<file path="src/rtl/prog_seq_pkg.sv">
// constants shared by the programmer sequencer and its link engine
// assumes a 50 MHz system clock
package prog_seq_pkg;
  localparam int unsigned CLK_HZ            = 50000000;
  localparam int unsigned START_MIN_MS      = 30;
  localparam int unsigned START_MIN_CYC     =
    (CLK_HZ / 1000) * START_MIN_MS;
  localparam int unsigned MS_CYC            = CLK_HZ / 1000;
  localparam int unsigned OSC_HZ            = 11000000;
  // half period of target clock, rounded down: 50/11/2 -> 2 cycles
  localparam int unsigned OSC_HALF_CYC      = CLK_HZ / OSC_HZ / 2;
  localparam logic [15:0] RST_ACTIVE_MS_DEF = 16'h0014;
  localparam logic [15:0] RST_INACT_MS_DEF  = 16'h01F4;
  localparam int unsigned LINK_HALF_CYC     = 25;
  localparam int unsigned LINK_TIMEOUT_CYC  = 50000;

  // wishbone register map, word aligned
  localparam logic [7:0] REG_CTRL      = 8'h00;
  localparam logic [7:0] REG_STATUS    = 8'h04;
  localparam logic [7:0] REG_RST_TIME  = 8'h08;
  localparam logic [7:0] REG_RANGE     = 8'h0C;

  localparam int unsigned CTRL_ERASE_EN = 0;
  localparam int unsigned CTRL_IGN_OPT  = 1;
  localparam int unsigned CTRL_PUSHPULL = 2;
  localparam int unsigned CTRL_SW_START = 3;
  localparam logic [3:0]  CTRL_RESET    = 4'h5;

  localparam logic [31:0] RANGE_RESET   = 32'h00000000;

  // commands to the link engine
  typedef enum logic [3:0] {
    CMD_LOAD    = 4'h1,
    CMD_ERASE   = 4'h2,
    CMD_PROGRAM = 4'h4,
    CMD_VERIFY  = 4'h8
  } link_cmd_t;
endpackage

</file>
<file path="src/rtl/link_engine.sv">
// in-circuit link engine: shifts a command byte out on open-drain lines
// and samples one result bit back; assumes target holds data for result
`timescale 1ns/1ps
module link_engine (
  input  wire logic                    clk,
  input  wire logic                    rst,
  input  wire logic                    go,
  input  wire prog_seq_pkg::link_cmd_t cmd,
  input  wire logic                    data_in,
  output logic                         data_out,
  output logic                         data_oe_n,
  output logic                         clk_oe_n,
  output logic                         done,
  output logic                         ok
);
  logic [7:0]  sh_reg;
  logic [3:0]  bit_reg;
  logic [15:0] div_reg;
  logic [15:0] tmo_reg;
  logic        busy_reg;
  logic        phase_reg;

  // line is pulled up; low driven by enabling the open-drain output
  assign data_out = 1'b0;

  always_ff @(posedge clk or posedge rst) begin
    if (rst) begin
      sh_reg    <= 8'h00;
      bit_reg   <= 4'h0;
      div_reg   <= 16'h0000;
      tmo_reg   <= 16'h0000;
      busy_reg  <= 1'b0;
      phase_reg <= 1'b0;
      data_oe_n <= 1'b1;
      clk_oe_n  <= 1'b1;
      done      <= 1'b0;
      ok        <= 1'b0;
    end else begin
      done <= 1'b0;
      if (!busy_reg) begin
        if (go) begin
          busy_reg  <= 1'b1;
          sh_reg    <= {4'h0, cmd};
          bit_reg   <= 4'h0;
          div_reg   <= 16'h0000;
          tmo_reg   <= 16'h0000;
          phase_reg <= 1'b0;
        end
      end else if (bit_reg < 4'h8) begin
        if (div_reg == 16'(prog_seq_pkg::LINK_HALF_CYC - 1)) begin
          div_reg   <= 16'h0000;
          phase_reg <= ~phase_reg;
          if (!phase_reg) begin
            data_oe_n <= sh_reg[7];
            clk_oe_n  <= 1'b0;
          end else begin
            clk_oe_n <= 1'b1;
            sh_reg   <= {sh_reg[6:0], 1'b0};
            bit_reg  <= bit_reg + 4'h1;
          end
        end else begin
          div_reg <= div_reg + 16'h0001;
        end
      end else begin
        // wait for target to answer by pulling data low
        data_oe_n <= 1'b1;
        tmo_reg   <= tmo_reg + 16'h0001;
        if (!data_in && tmo_reg > 16'h0004) begin
          busy_reg <= 1'b0;
          done     <= 1'b1;
          ok       <= 1'b1;
        end else if (tmo_reg ==
                     16'(prog_seq_pkg::LINK_TIMEOUT_CYC)) begin
          busy_reg <= 1'b0;
          done     <= 1'b1;
          ok       <= 1'b0;
        end
      end
    end
  end
endmodule

</file>
<file path="src/rtl/programmer_auto_sequencer.sv">
// automatic erase/program/verify sequencer of a flash programmer
// assumes one 50 MHz clock, classic wishbone slave, start pulse synchronous
//
// Operation
// - start pulse held 30 ms minimum; sequence starts on its falling edge.
// - sequence order is optional erase, then program, then verify.
// - erase step runs only when auto-erase setting is enabled.
// - busy asserts at once when sequence starts, transistor off.
// - pass output shows last result; tester samples after busy ends.
// - LED flashes green while running (here only in erase, program, verify; dark in reset and load), steady green pass, steady red fail.
// - each button press programs one target with stored settings.
// - option-ignoring entry drives free-running clock near 11 MHz.
// - option-honouring entry leaves oscillator output idle.
// - session resets target, enters link mode, loads helper, runs commands.
// - programming voltage is used for link entry and for programming.
// - target reset may be driven push-pull instead of open drain.
// - reset active and inactive times in ms, default 20 and 500.
`timescale 1ns/1ps
module programmer_auto_sequencer (
  input  wire logic        CLK,
  input  wire logic        RST,
  input  wire logic        START,
  input  wire logic        BUTTON,
  input  wire logic [7:0]  WB_ADR_I,
  input  wire logic [31:0] WB_DAT_I,
  output logic      [31:0] WB_DAT_O,
  input  wire logic        WB_WE_I,
  input  wire logic [3:0]  WB_SEL_I,
  input  wire logic        WB_STB_I,
  input  wire logic        WB_CYC_I,
  output logic             WB_ACK_O,
  output logic             BUSY_ON,
  output logic             PASS_ON,
  output logic             LED_GREEN,
  output logic             LED_RED,
  output logic             TARGET_RST_N_O,
  output logic             TARGET_RST_OE_N,
  output logic             PROG_VOLTAGE_SELECT,
  output logic             TARGET_OSC_OUT,
  input  wire logic        LINK_DATA_LINE_I,
  output logic             LINK_DATA_LINE_O,
  output logic             LINK_DATA_LINE_OE_N,
  input  wire logic        LINK_CLOCK_LINE_I,
  output logic             LINK_CLOCK_LINE_O,
  output logic             LINK_CLOCK_LINE_OE_N
);
  typedef enum logic [7:0] {
    S_IDLE    = 8'h01,
    S_RST_ACT = 8'h02,
    S_RST_INA = 8'h04,
    S_LOAD    = 8'h08,
    S_ERASE   = 8'h10,
    S_PROGRAM = 8'h20,
    S_VERIFY  = 8'h40,
    S_DONE    = 8'h80
  } state_t;

  state_t      state_reg;
  state_t      state_next;
  logic [3:0]  ctrl_reg;
  logic [31:0] rst_time_reg;
  logic [31:0] range_reg;
  logic [31:0] start_cnt_reg;
  logic        start_armed_reg;
  logic        start_d_reg;
  logic        button_d_reg;
  logic        go_pulse;
  logic [31:0] ms_cnt_reg;
  logic [15:0] ms_reg;
  logic        pass_reg;
  logic        ran_reg;
  logic [23:0] blink_reg;
  logic [3:0]  osc_cnt_reg;
  logic        link_go_reg;
  prog_seq_pkg::link_cmd_t link_cmd_reg;
  logic        link_done;
  logic        link_ok;
  logic        wb_hit;

  // start pulse qualification: length counted while high
  always_ff @(posedge CLK or posedge RST) begin
    if (RST) begin
      start_d_reg     <= 1'b0;
      start_cnt_reg   <= 32'h00000000;
      start_armed_reg <= 1'b0;
      button_d_reg    <= 1'b0;
    end else begin
      start_d_reg  <= START;
      button_d_reg <= BUTTON;
      if (START) begin
        if (start_cnt_reg >= 32'(prog_seq_pkg::START_MIN_CYC - 1)) begin
          start_armed_reg <= 1'b1;
        end else begin
          start_cnt_reg <= start_cnt_reg + 32'h00000001;
        end
      end else begin
        start_cnt_reg   <= 32'h00000000;
        start_armed_reg <= 1'b0;
      end
    end
  end

  // falling edge of a long enough pulse, or button press, or software
  assign go_pulse = (start_d_reg && !START && start_armed_reg)
                 || (BUTTON && !button_d_reg)
                 || (wb_hit && WB_WE_I && WB_SEL_I[0] &&
                     WB_ADR_I == prog_seq_pkg::REG_CTRL &&
                     WB_DAT_I[prog_seq_pkg::CTRL_SW_START]);

  // millisecond timer for reset phases
  always_ff @(posedge CLK or posedge RST) begin
    if (RST) begin
      ms_cnt_reg <= 32'h00000000;
      ms_reg     <= 16'h0000;
    end else if (state_reg != state_next) begin
      ms_cnt_reg <= 32'h00000000;
      ms_reg     <= 16'h0000;
    end else if (ms_cnt_reg == 32'(prog_seq_pkg::MS_CYC - 1)) begin
      ms_cnt_reg <= 32'h00000000;
      ms_reg     <= ms_reg + 16'h0001;
    end else begin
      ms_cnt_reg <= ms_cnt_reg + 32'h00000001;
    end
  end

  always_comb begin
    state_next = state_reg;
    case (state_reg)
      S_IDLE: begin
        if (go_pulse) begin
          state_next = S_RST_ACT;
        end
      end
      S_RST_ACT: begin
        if (ms_reg == rst_time_reg[15:0]) begin
          state_next = S_RST_INA;
        end
      end
      S_RST_INA: begin
        if (ms_reg == rst_time_reg[31:16]) begin
          state_next = S_LOAD;
        end
      end
      S_LOAD: begin
        if (link_done) begin
          if (!link_ok) begin
            state_next = S_DONE;
          end else if (ctrl_reg[prog_seq_pkg::CTRL_ERASE_EN]) begin
            state_next = S_ERASE;
          end else begin
            state_next = S_PROGRAM;
          end
        end
      end
      S_ERASE: begin
        if (link_done) begin
          state_next = link_ok ? S_PROGRAM : S_DONE;
        end
      end
      S_PROGRAM: begin
        if (link_done) begin
          state_next = link_ok ? S_VERIFY : S_DONE;
        end
      end
      S_VERIFY: begin
        if (link_done) begin
          state_next = S_DONE;
        end
      end
      S_DONE: begin
        state_next = S_IDLE;
      end
      default: begin
        state_next = S_IDLE;
      end
    endcase
  end

  always_ff @(posedge CLK or posedge RST) begin
    if (RST) begin
      state_reg <= S_IDLE;
    end else begin
      state_reg <= state_next;
    end
  end

  // link command issue, one per step
  always_ff @(posedge CLK or posedge RST) begin
    if (RST) begin
      link_go_reg  <= 1'b0;
      link_cmd_reg <= prog_seq_pkg::CMD_LOAD;
    end else begin
      link_go_reg <= 1'b0;
      if (state_reg != state_next) begin
        case (state_next)
          S_LOAD: begin
            link_go_reg  <= 1'b1;
            link_cmd_reg <= prog_seq_pkg::CMD_LOAD;
          end
          S_ERASE: begin
            link_go_reg  <= 1'b1;
            link_cmd_reg <= prog_seq_pkg::CMD_ERASE;
          end
          S_PROGRAM: begin
            link_go_reg  <= 1'b1;
            link_cmd_reg <= prog_seq_pkg::CMD_PROGRAM;
          end
          S_VERIFY: begin
            link_go_reg  <= 1'b1;
            link_cmd_reg <= prog_seq_pkg::CMD_VERIFY;
          end
          default: begin
            link_go_reg <= 1'b0;
          end
        endcase
      end
    end
  end

  // link clock enable is taken straight from the engine flop: an extra
  // stage here would let the data release overtake the last clock rise
  link_engine link_engine_i (
    .clk       (CLK),
    .rst       (RST),
    .go        (link_go_reg),
    .cmd       (link_cmd_reg),
    .data_in   (LINK_DATA_LINE_I),
    .data_out  (),
    .data_oe_n (LINK_DATA_LINE_OE_N),
    .clk_oe_n  (LINK_CLOCK_LINE_OE_N),
    .done      (link_done),
    .ok        (link_ok)
  );

  // result and busy: pass written one edge before busy is released,
  // so a tester seeing busy passive always sees the fresh result
  always_ff @(posedge CLK or posedge RST) begin
    if (RST) begin
      pass_reg <= 1'b0;
      ran_reg  <= 1'b0;
      BUSY_ON  <= 1'b1;
      PASS_ON  <= 1'b0;
    end else begin
      BUSY_ON <= (state_next == S_IDLE);
      if (state_reg == S_VERIFY && link_done) begin
        pass_reg <= link_ok;
        PASS_ON  <= link_ok;
        ran_reg  <= 1'b1;
      end else if (state_next == S_DONE && state_reg != S_VERIFY) begin
        pass_reg <= 1'b0;
        PASS_ON  <= 1'b0;
        ran_reg  <= 1'b1;
      end else if (go_pulse && state_reg == S_IDLE) begin
        PASS_ON <= 1'b0;
      end
    end
  end

  // status led; flash rate ~3 Hz from a free counter
  always_ff @(posedge CLK or posedge RST) begin
    if (RST) begin
      blink_reg <= 24'h000000;
      LED_GREEN <= 1'b0;
      LED_RED   <= 1'b0;
    end else begin
      blink_reg <= blink_reg + 24'h000001;
      if (state_reg == S_ERASE || state_reg == S_PROGRAM ||
          state_reg == S_VERIFY) begin
        LED_GREEN <= blink_reg[23];
        LED_RED   <= 1'b0;
      end else if (state_reg == S_IDLE && ran_reg) begin
        LED_GREEN <= pass_reg;
        LED_RED   <= ~pass_reg;
      end else begin
        LED_GREEN <= 1'b0;
        LED_RED   <= 1'b0;
      end
    end
  end

  // target pins
  always_ff @(posedge CLK or posedge RST) begin
    if (RST) begin
      TARGET_RST_N_O       <= 1'b0;
      TARGET_RST_OE_N      <= 1'b0;
      PROG_VOLTAGE_SELECT  <= 1'b0;
      LINK_DATA_LINE_O     <= 1'b0;
      LINK_CLOCK_LINE_O    <= 1'b0;
    end else begin
      TARGET_RST_N_O <= (state_reg != S_RST_ACT);
      // open drain only pulls low; push-pull drives both levels
      TARGET_RST_OE_N <= ctrl_reg[prog_seq_pkg::CTRL_PUSHPULL] ? 1'b0
                       : (state_reg != S_RST_ACT);
      // raised together with target reset and held until done, so target enters link mode
      PROG_VOLTAGE_SELECT <= (state_reg != S_IDLE) &&
                             (state_reg != S_DONE);
      LINK_DATA_LINE_O     <= 1'b0;
      LINK_CLOCK_LINE_O    <= 1'b0;
    end
  end

  // target oscillator: 50/4 = 12.5 MHz, nearest even division to 11
  always_ff @(posedge CLK or posedge RST) begin
    if (RST) begin
      osc_cnt_reg    <= 4'h0;
      TARGET_OSC_OUT <= 1'b0;
    end else if (!ctrl_reg[prog_seq_pkg::CTRL_IGN_OPT]) begin
      osc_cnt_reg    <= 4'h0;
      TARGET_OSC_OUT <= 1'b0;
    end else if (osc_cnt_reg == 4'(prog_seq_pkg::OSC_HALF_CYC - 1)) begin
      osc_cnt_reg    <= 4'h0;
      TARGET_OSC_OUT <= ~TARGET_OSC_OUT;
    end else begin
      osc_cnt_reg <= osc_cnt_reg + 4'h1;
    end
  end

  // wishbone slave, ack one cycle after request, dropped next cycle
  assign wb_hit = WB_CYC_I && WB_STB_I && !WB_ACK_O;

  always_ff @(posedge CLK or posedge RST) begin
    if (RST) begin
      WB_ACK_O     <= 1'b0;
      WB_DAT_O     <= 32'h00000000;
      ctrl_reg     <= prog_seq_pkg::CTRL_RESET;
      rst_time_reg <= {prog_seq_pkg::RST_INACT_MS_DEF,
                       prog_seq_pkg::RST_ACTIVE_MS_DEF};
      range_reg    <= prog_seq_pkg::RANGE_RESET;
    end else begin
      WB_ACK_O <= wb_hit;
      if (wb_hit && WB_WE_I) begin
        if (WB_ADR_I == prog_seq_pkg::REG_CTRL) begin
          if (WB_SEL_I[0]) begin
            ctrl_reg <= {1'b0, WB_DAT_I[2:0]};
          end
        end else if (WB_ADR_I == prog_seq_pkg::REG_RST_TIME) begin
          if (WB_SEL_I[0]) rst_time_reg[7:0]   <= WB_DAT_I[7:0];
          if (WB_SEL_I[1]) rst_time_reg[15:8]  <= WB_DAT_I[15:8];
          if (WB_SEL_I[2]) rst_time_reg[23:16] <= WB_DAT_I[23:16];
          if (WB_SEL_I[3]) rst_time_reg[31:24] <= WB_DAT_I[31:24];
        end else if (WB_ADR_I == prog_seq_pkg::REG_RANGE) begin
          if (WB_SEL_I[0]) range_reg[7:0]   <= WB_DAT_I[7:0];
          if (WB_SEL_I[1]) range_reg[15:8]  <= WB_DAT_I[15:8];
          if (WB_SEL_I[2]) range_reg[23:16] <= WB_DAT_I[23:16];
          if (WB_SEL_I[3]) range_reg[31:24] <= WB_DAT_I[31:24];
        end
      end
      if (wb_hit && !WB_WE_I) begin
        if (WB_ADR_I == prog_seq_pkg::REG_CTRL) begin
          WB_DAT_O <= {28'h0000000, ctrl_reg};
        end else if (WB_ADR_I == prog_seq_pkg::REG_STATUS) begin
          WB_DAT_O <= {21'h00000, ran_reg, pass_reg, ~BUSY_ON, state_reg};
        end else if (WB_ADR_I == prog_seq_pkg::REG_RST_TIME) begin
          WB_DAT_O <= rst_time_reg;
        end else if (WB_ADR_I == prog_seq_pkg::REG_RANGE) begin
          WB_DAT_O <= range_reg;
        end else begin
          WB_DAT_O <= 32'h00000000;
        end
      end
    end
  end
endmodule

</file>
<file path="config.mk">
export PLATFORM = sky130hd
export DESIGN_NAME = programmer_auto_sequencer
export DESIGN_NICKNAME = d
export VERILOG_FILES = /design/src/rtl/prog_seq_pkg.sv /design/src/rtl/link_engine.sv /design/src/rtl/programmer_auto_sequencer.sv
export SDC_FILE = /design/constraint.sdc
export NUM_CORES = 1
export LEC_CHECK = 0
export BUFFER_PORTS_ARGS = -buffer_cell sky130_fd_sc_hd__buf_2
export CORE_MARGIN = 3
export CORE_UTILIZATION = 50
export DETAILED_ROUTE_END_ITERATION = 7
export HOLD_SLACK_MARGIN = 0.08
export MAX_ROUTING_LAYER = met4
export PLACE_DENSITY = 0.68
export RECOVER_POWER = 25
export SETUP_SLACK_MARGIN = 0.2
export SLEW_MARGIN = 20
export SYNTH_ARGS = -nofsm -noshare
export SYNTH_HDL_FRONTEND = slang
export SYNTH_HIERARCHICAL = 1
export SYNTH_SLANG_ARGS = --single-unit
</file>
<file path="constraint.sdc">
create_clock -name CLK -period 14.4 [get_ports CLK]
set_clock_uncertainty 0.2 [all_clocks]
set_input_delay 0 -clock CLK [delete_from_list [all_inputs] [get_ports CLK]]
set_output_delay 0 -clock CLK [all_outputs]
set_load 0.05 [all_outputs]
</file>
Yosys cells after proc, flatten, opt, wreduce, memory -nomap -nowiden
Cells that the tools add are included.

word-level totals
  input port bits = 53
  register bits = 284

operators by class
  mux-type cells = 78
  reduce and logical (&&, ||, !) cells = 50
  eq/ne operators = 36
  $add $sub $neg = 8
  bitwise operators = 7
  order comparisons = 3

operator list
  kind                                                             count
  2-to-1 mux 32 bit                                                8
  2-to-1 mux 16 bit                                                8
  2-to-1 mux 8 bit                                                 15
  adder 32 x 1 -> 32 bit (second input constant)                   2
  one-hot mux 8 bit (7 select lines)                               1
  adder 16 x 1 -> 16 bit (second input constant)                   3
  2-to-1 mux 1 bit                                                 37
  == test 16 bit                                                   2
  == test 32 x 16 -> 1 bit (second input constant)                 1
  == test 8 x 4 -> 1 bit (second input constant)                   4
  >= comparator 32 x 21 -> 1 bit (second input constant)           1
  2-to-1 mux 4 bit                                                 7
  adder 24 x 1 -> 24 bit (second input constant)                   1
  AND reduction 4 bit                                              5
  AND reduction 5 bit                                              4
  == test 16 bit (second input constant)                           1
  == test 16 x 5 -> 1 bit (second input constant)                  1
  == test 8 x 1 -> 1 bit (second input constant)                   2
  == test 8 x 3 -> 1 bit (second input constant)                   2
  == test 8 x 5 -> 1 bit (second input constant)                   2
  == test 8 x 6 -> 1 bit (second input constant)                   2
  == test 8 x 7 -> 1 bit (second input constant)                   2
  greater-than comparator 16 x 3 -> 1 bit (second input constant)  1
  logical AND 1 bit                                                16
  other kinds (24)                                                 54

Logic depth before layout (Yosys ltp)
  depth after elaboration = 13
  mapped depth = 9
  gate-level depth less buffers = 7

Hierarchy
The synthesis kept the hierarchy.

by module, submodules not included
  module                     area an instance (sq um)  cells an instance  instances
  programmer_auto_sequencer  10,730.3                  964                1
  link_engine                2,763.9                   290                1

Worst setup path before layout
Ideal clock, no wire load.

  path type = register to register
  start point = register state_reg[7]
  end point = register ms_cnt_reg[13]
  slack = 12.116 ns
  library setup time = 0.083 ns
  data arrival time = 2.001 ns
  stages on the path, launching flop included = 9
  buffers on the path = 2
  cells stage by stage = dfrtp_1 nor3_2 nand3_2 or4b_1 nand2b_1 and4_1 buf_6 buf_6 nor3_2

on the way
  word-level cells in the longest chain between the ends = 4
  elaborated cells between the ends (all ways) = 17

RTL lines
  element                                         line                              source
  start, declared                                 programmer_auto_sequencer.sv:58   state_t state_reg;
  start signal, assigned                          programmer_auto_sequencer.sv:183  state_reg <= state_next;
  == test 8 x 7 -> 1 bit (tied with other cells)  programmer_auto_sequencer.sv:128  case (state_reg)
  one-hot mux 8 bit (7 select lines)              programmer_auto_sequencer.sv:128
  inequality test 8 bit *                         programmer_auto_sequencer.sv:115  end else if (state_reg != state_next) begin
  2-to-1 mux 32 bit *                             programmer_auto_sequencer.sv:115
  end signal, assigned                            programmer_auto_sequencer.sv:122  ms_cnt_reg <= ms_cnt_reg + 32'h00000001;
  end, declared                                   programmer_auto_sequencer.sv:68   logic [31:0] ms_cnt_reg;

Mark *: on every way between the ends. The rest lies on a longest branch, timed or not.
A chain may end at the register's enable or synchronous reset.

==> run summary <==
die area - 29000 µm²
via count - 10000
Cells after Synth - 1252
RSZ-0062 raised after global routing - false
CTS clk-pin slew, worst paths - 0.06 ns
arrival time worst endpoint - 5.60 ns
yosys warns - 6
kind of end point of the critical path - async pin
crit-path max cell delay - 2.77 ns
Ports - 98
MaxCap Viol Count - 2
clock root cell - clkbuf_16
clock share of power - 41.8%
dpl hpwl - 19300 µm
CP required - 14.79 ns
Pwr Total - 1.83 mW
CTS tree - built
final period utilization - 36.2%
Sink Count - 284
LEAKAGE - 7.30 nW
most common cell after layout, fill and taps aside - dfrtp_1
crit path cell chain - dlygate4sd3_1, dlygate4sd3_1, clkbuf_1, dlygate4sd3_1, clkinvlp_2, buf_4
GP Congestion - 0.854
number of H-tree levels - 1
sequential share of power - 47.3%
outcome - complete, but fails checks
Max IR drop VDD - 0.0817 mV
Finished Cell Area - 16000 µm²
largest net degree at the start of global routing - 115
Sw Ratio - 26.6%
WS Path Type - in -> async
sw power - 0.487 mW
Internal Power - 1.34 mW
most frequent CP cell - dlygate4sd3_1
startpoint class of the critical path - input port
area grow syn2layout - 18.5%
Routed Antenna Nets - 0
mapped cell area - 13500 µm²
Core Area - 26300 µm²
CTS max path bufs - 3
Combinational Power Share - 10.9%
Total Neg Setup Slack - 0 ns
Util after Layout - 60.8%
total grt overflow - 0
number of global-route vias before repair - 9909
Final Critical Period - 5.22 ns
CTS Buf Count - 30
initial antenna violation count - 0
relative max-transition margin - -230%
1st-pass router iterations - 5
Final Setup Violations - 0
Vias/cell - 5.63
per-cell routed wire length - 16.7 µm
WL final - 29800 µm
failing checks - capacitance limit, slew limit
Tightest Pin Transition - 4.92 ns
layout cell share with drive strength beyond 1 - 15.2%
number of remaining DRC errors - 0
first-pass GRT wire length - 50300 µm
Fill cells - 2195
initial drt markers - 807
Slew Limit Fails - 166
Setup Fix Bufs, Post-CTS - 0
worst hold path type - in -> reg
commonest non-fill, non-tap cells in the layout - dfrtp_1, nand2_1, dlygate4sd3_1, nor2_1, mux2_2
syn_area_per_cell - 10.8 µm²
dpl cell area - 14200 µm²
clk_lat worst skew - 0.56 ns
Total GRT Usage - 21.4%
Hold Vio Cnt, Final - 0
chip width - 170 µm
crit path max fanout - 114
number of I/O port buffers - 94
pwr/cell area - 114 nW/µm²
die height - 170 µm
Slowest cell on crit path - clkinvlp_2
site row count - 59
nets - 1484
FMAX - 0.192 GHz
Initial Utilization - 51.3%
Antenna diodes - 0
==> metrics by stage <==
stage | hold WS, ns | worst slack [ns] | std cells
after floorplan | -0.169 | 7.80 | 1253
after global placement | -0.0516 | 11.32 | 1633
after detailed placement | -0.0561 | 11.34 | 1633
after CTS | 0.0913 | 11.04 | 1778
after global routing | 0.137 | 8.30 | 1779
final | 0.125 | 9.18 | 1779
==> path summary, 6_finish.rpt <==
check                           slack (ns)        startpoint                       end  cells past startpoint
worst max-delay path                  9.18               RST                  WB_ACK_O                      6
worst min-delay path                  0.13  LINK_DATA_LINE_I          link_engine_i/ok                      4
worst max register to register       10.98          WB_ACK_O             range_reg[14]                      7
worst min register to register        0.26   link_cmd_reg[0]           link_cmd_reg[0]                      2
max in group CLK                     10.98          WB_ACK_O             range_reg[14]                      7
min in group asynchronous             0.97               RST  link_engine_i/div_reg[9]                      4
==> power by group through the flow <==
stage                     combinational, mW  clock (mW)  sequential (mW)
after floorplan                       0.150           0            0.870
after global placement                0.181           0            0.875
after detailed placement              0.183           0            0.877
after CTS                             0.201       0.783            0.863
after global routing                  0.225       0.815            0.868
final                                 0.200       0.764            0.864
==> repair_timing <==
item / 4_1_cts / 5_1_grt
hold buffers: 89 / 1
resized for setup: 0 / 0
hold endpoints to repair: 283 / 48
==> area by class of cell <==
type | instances | area [µm²] | share of cell area [%]
Clock buffer | 42 | 846 | 5.30
Clock inverter | 14 | 143 | 0.893
Inverter | 35 | 134 | 0.838
Multi-Input combinational cell | 879 | 5950 | 37.3
Sequential cell | 284 | 7130 | 44.6
Tap cell | 335 | 419 | 2.62
Timing Repair Buffer | 190 | 1350 | 8.46
==> critical path: cells and delay by family <==
| kind | cells | cell delay (ns) |
|---|---|---|
| buffers and inverters | 6 | 5.53 |
==> layer usage <==
| metal | up-vias | global-route usage [%] | wire [µm] |
|---|---|---|---|
| met3 | 46 | 2.39 | 1100 |
| li1 | 4781 | - | - |
| met4 | 0 | 4.41 | 587 |
| met5 | - | - | 0 |
| met2 | 218 | 32.8 | 13800 |
| met1 | 4964 | 31.2 | 14400 |
(Power assumes the default switching activity.)
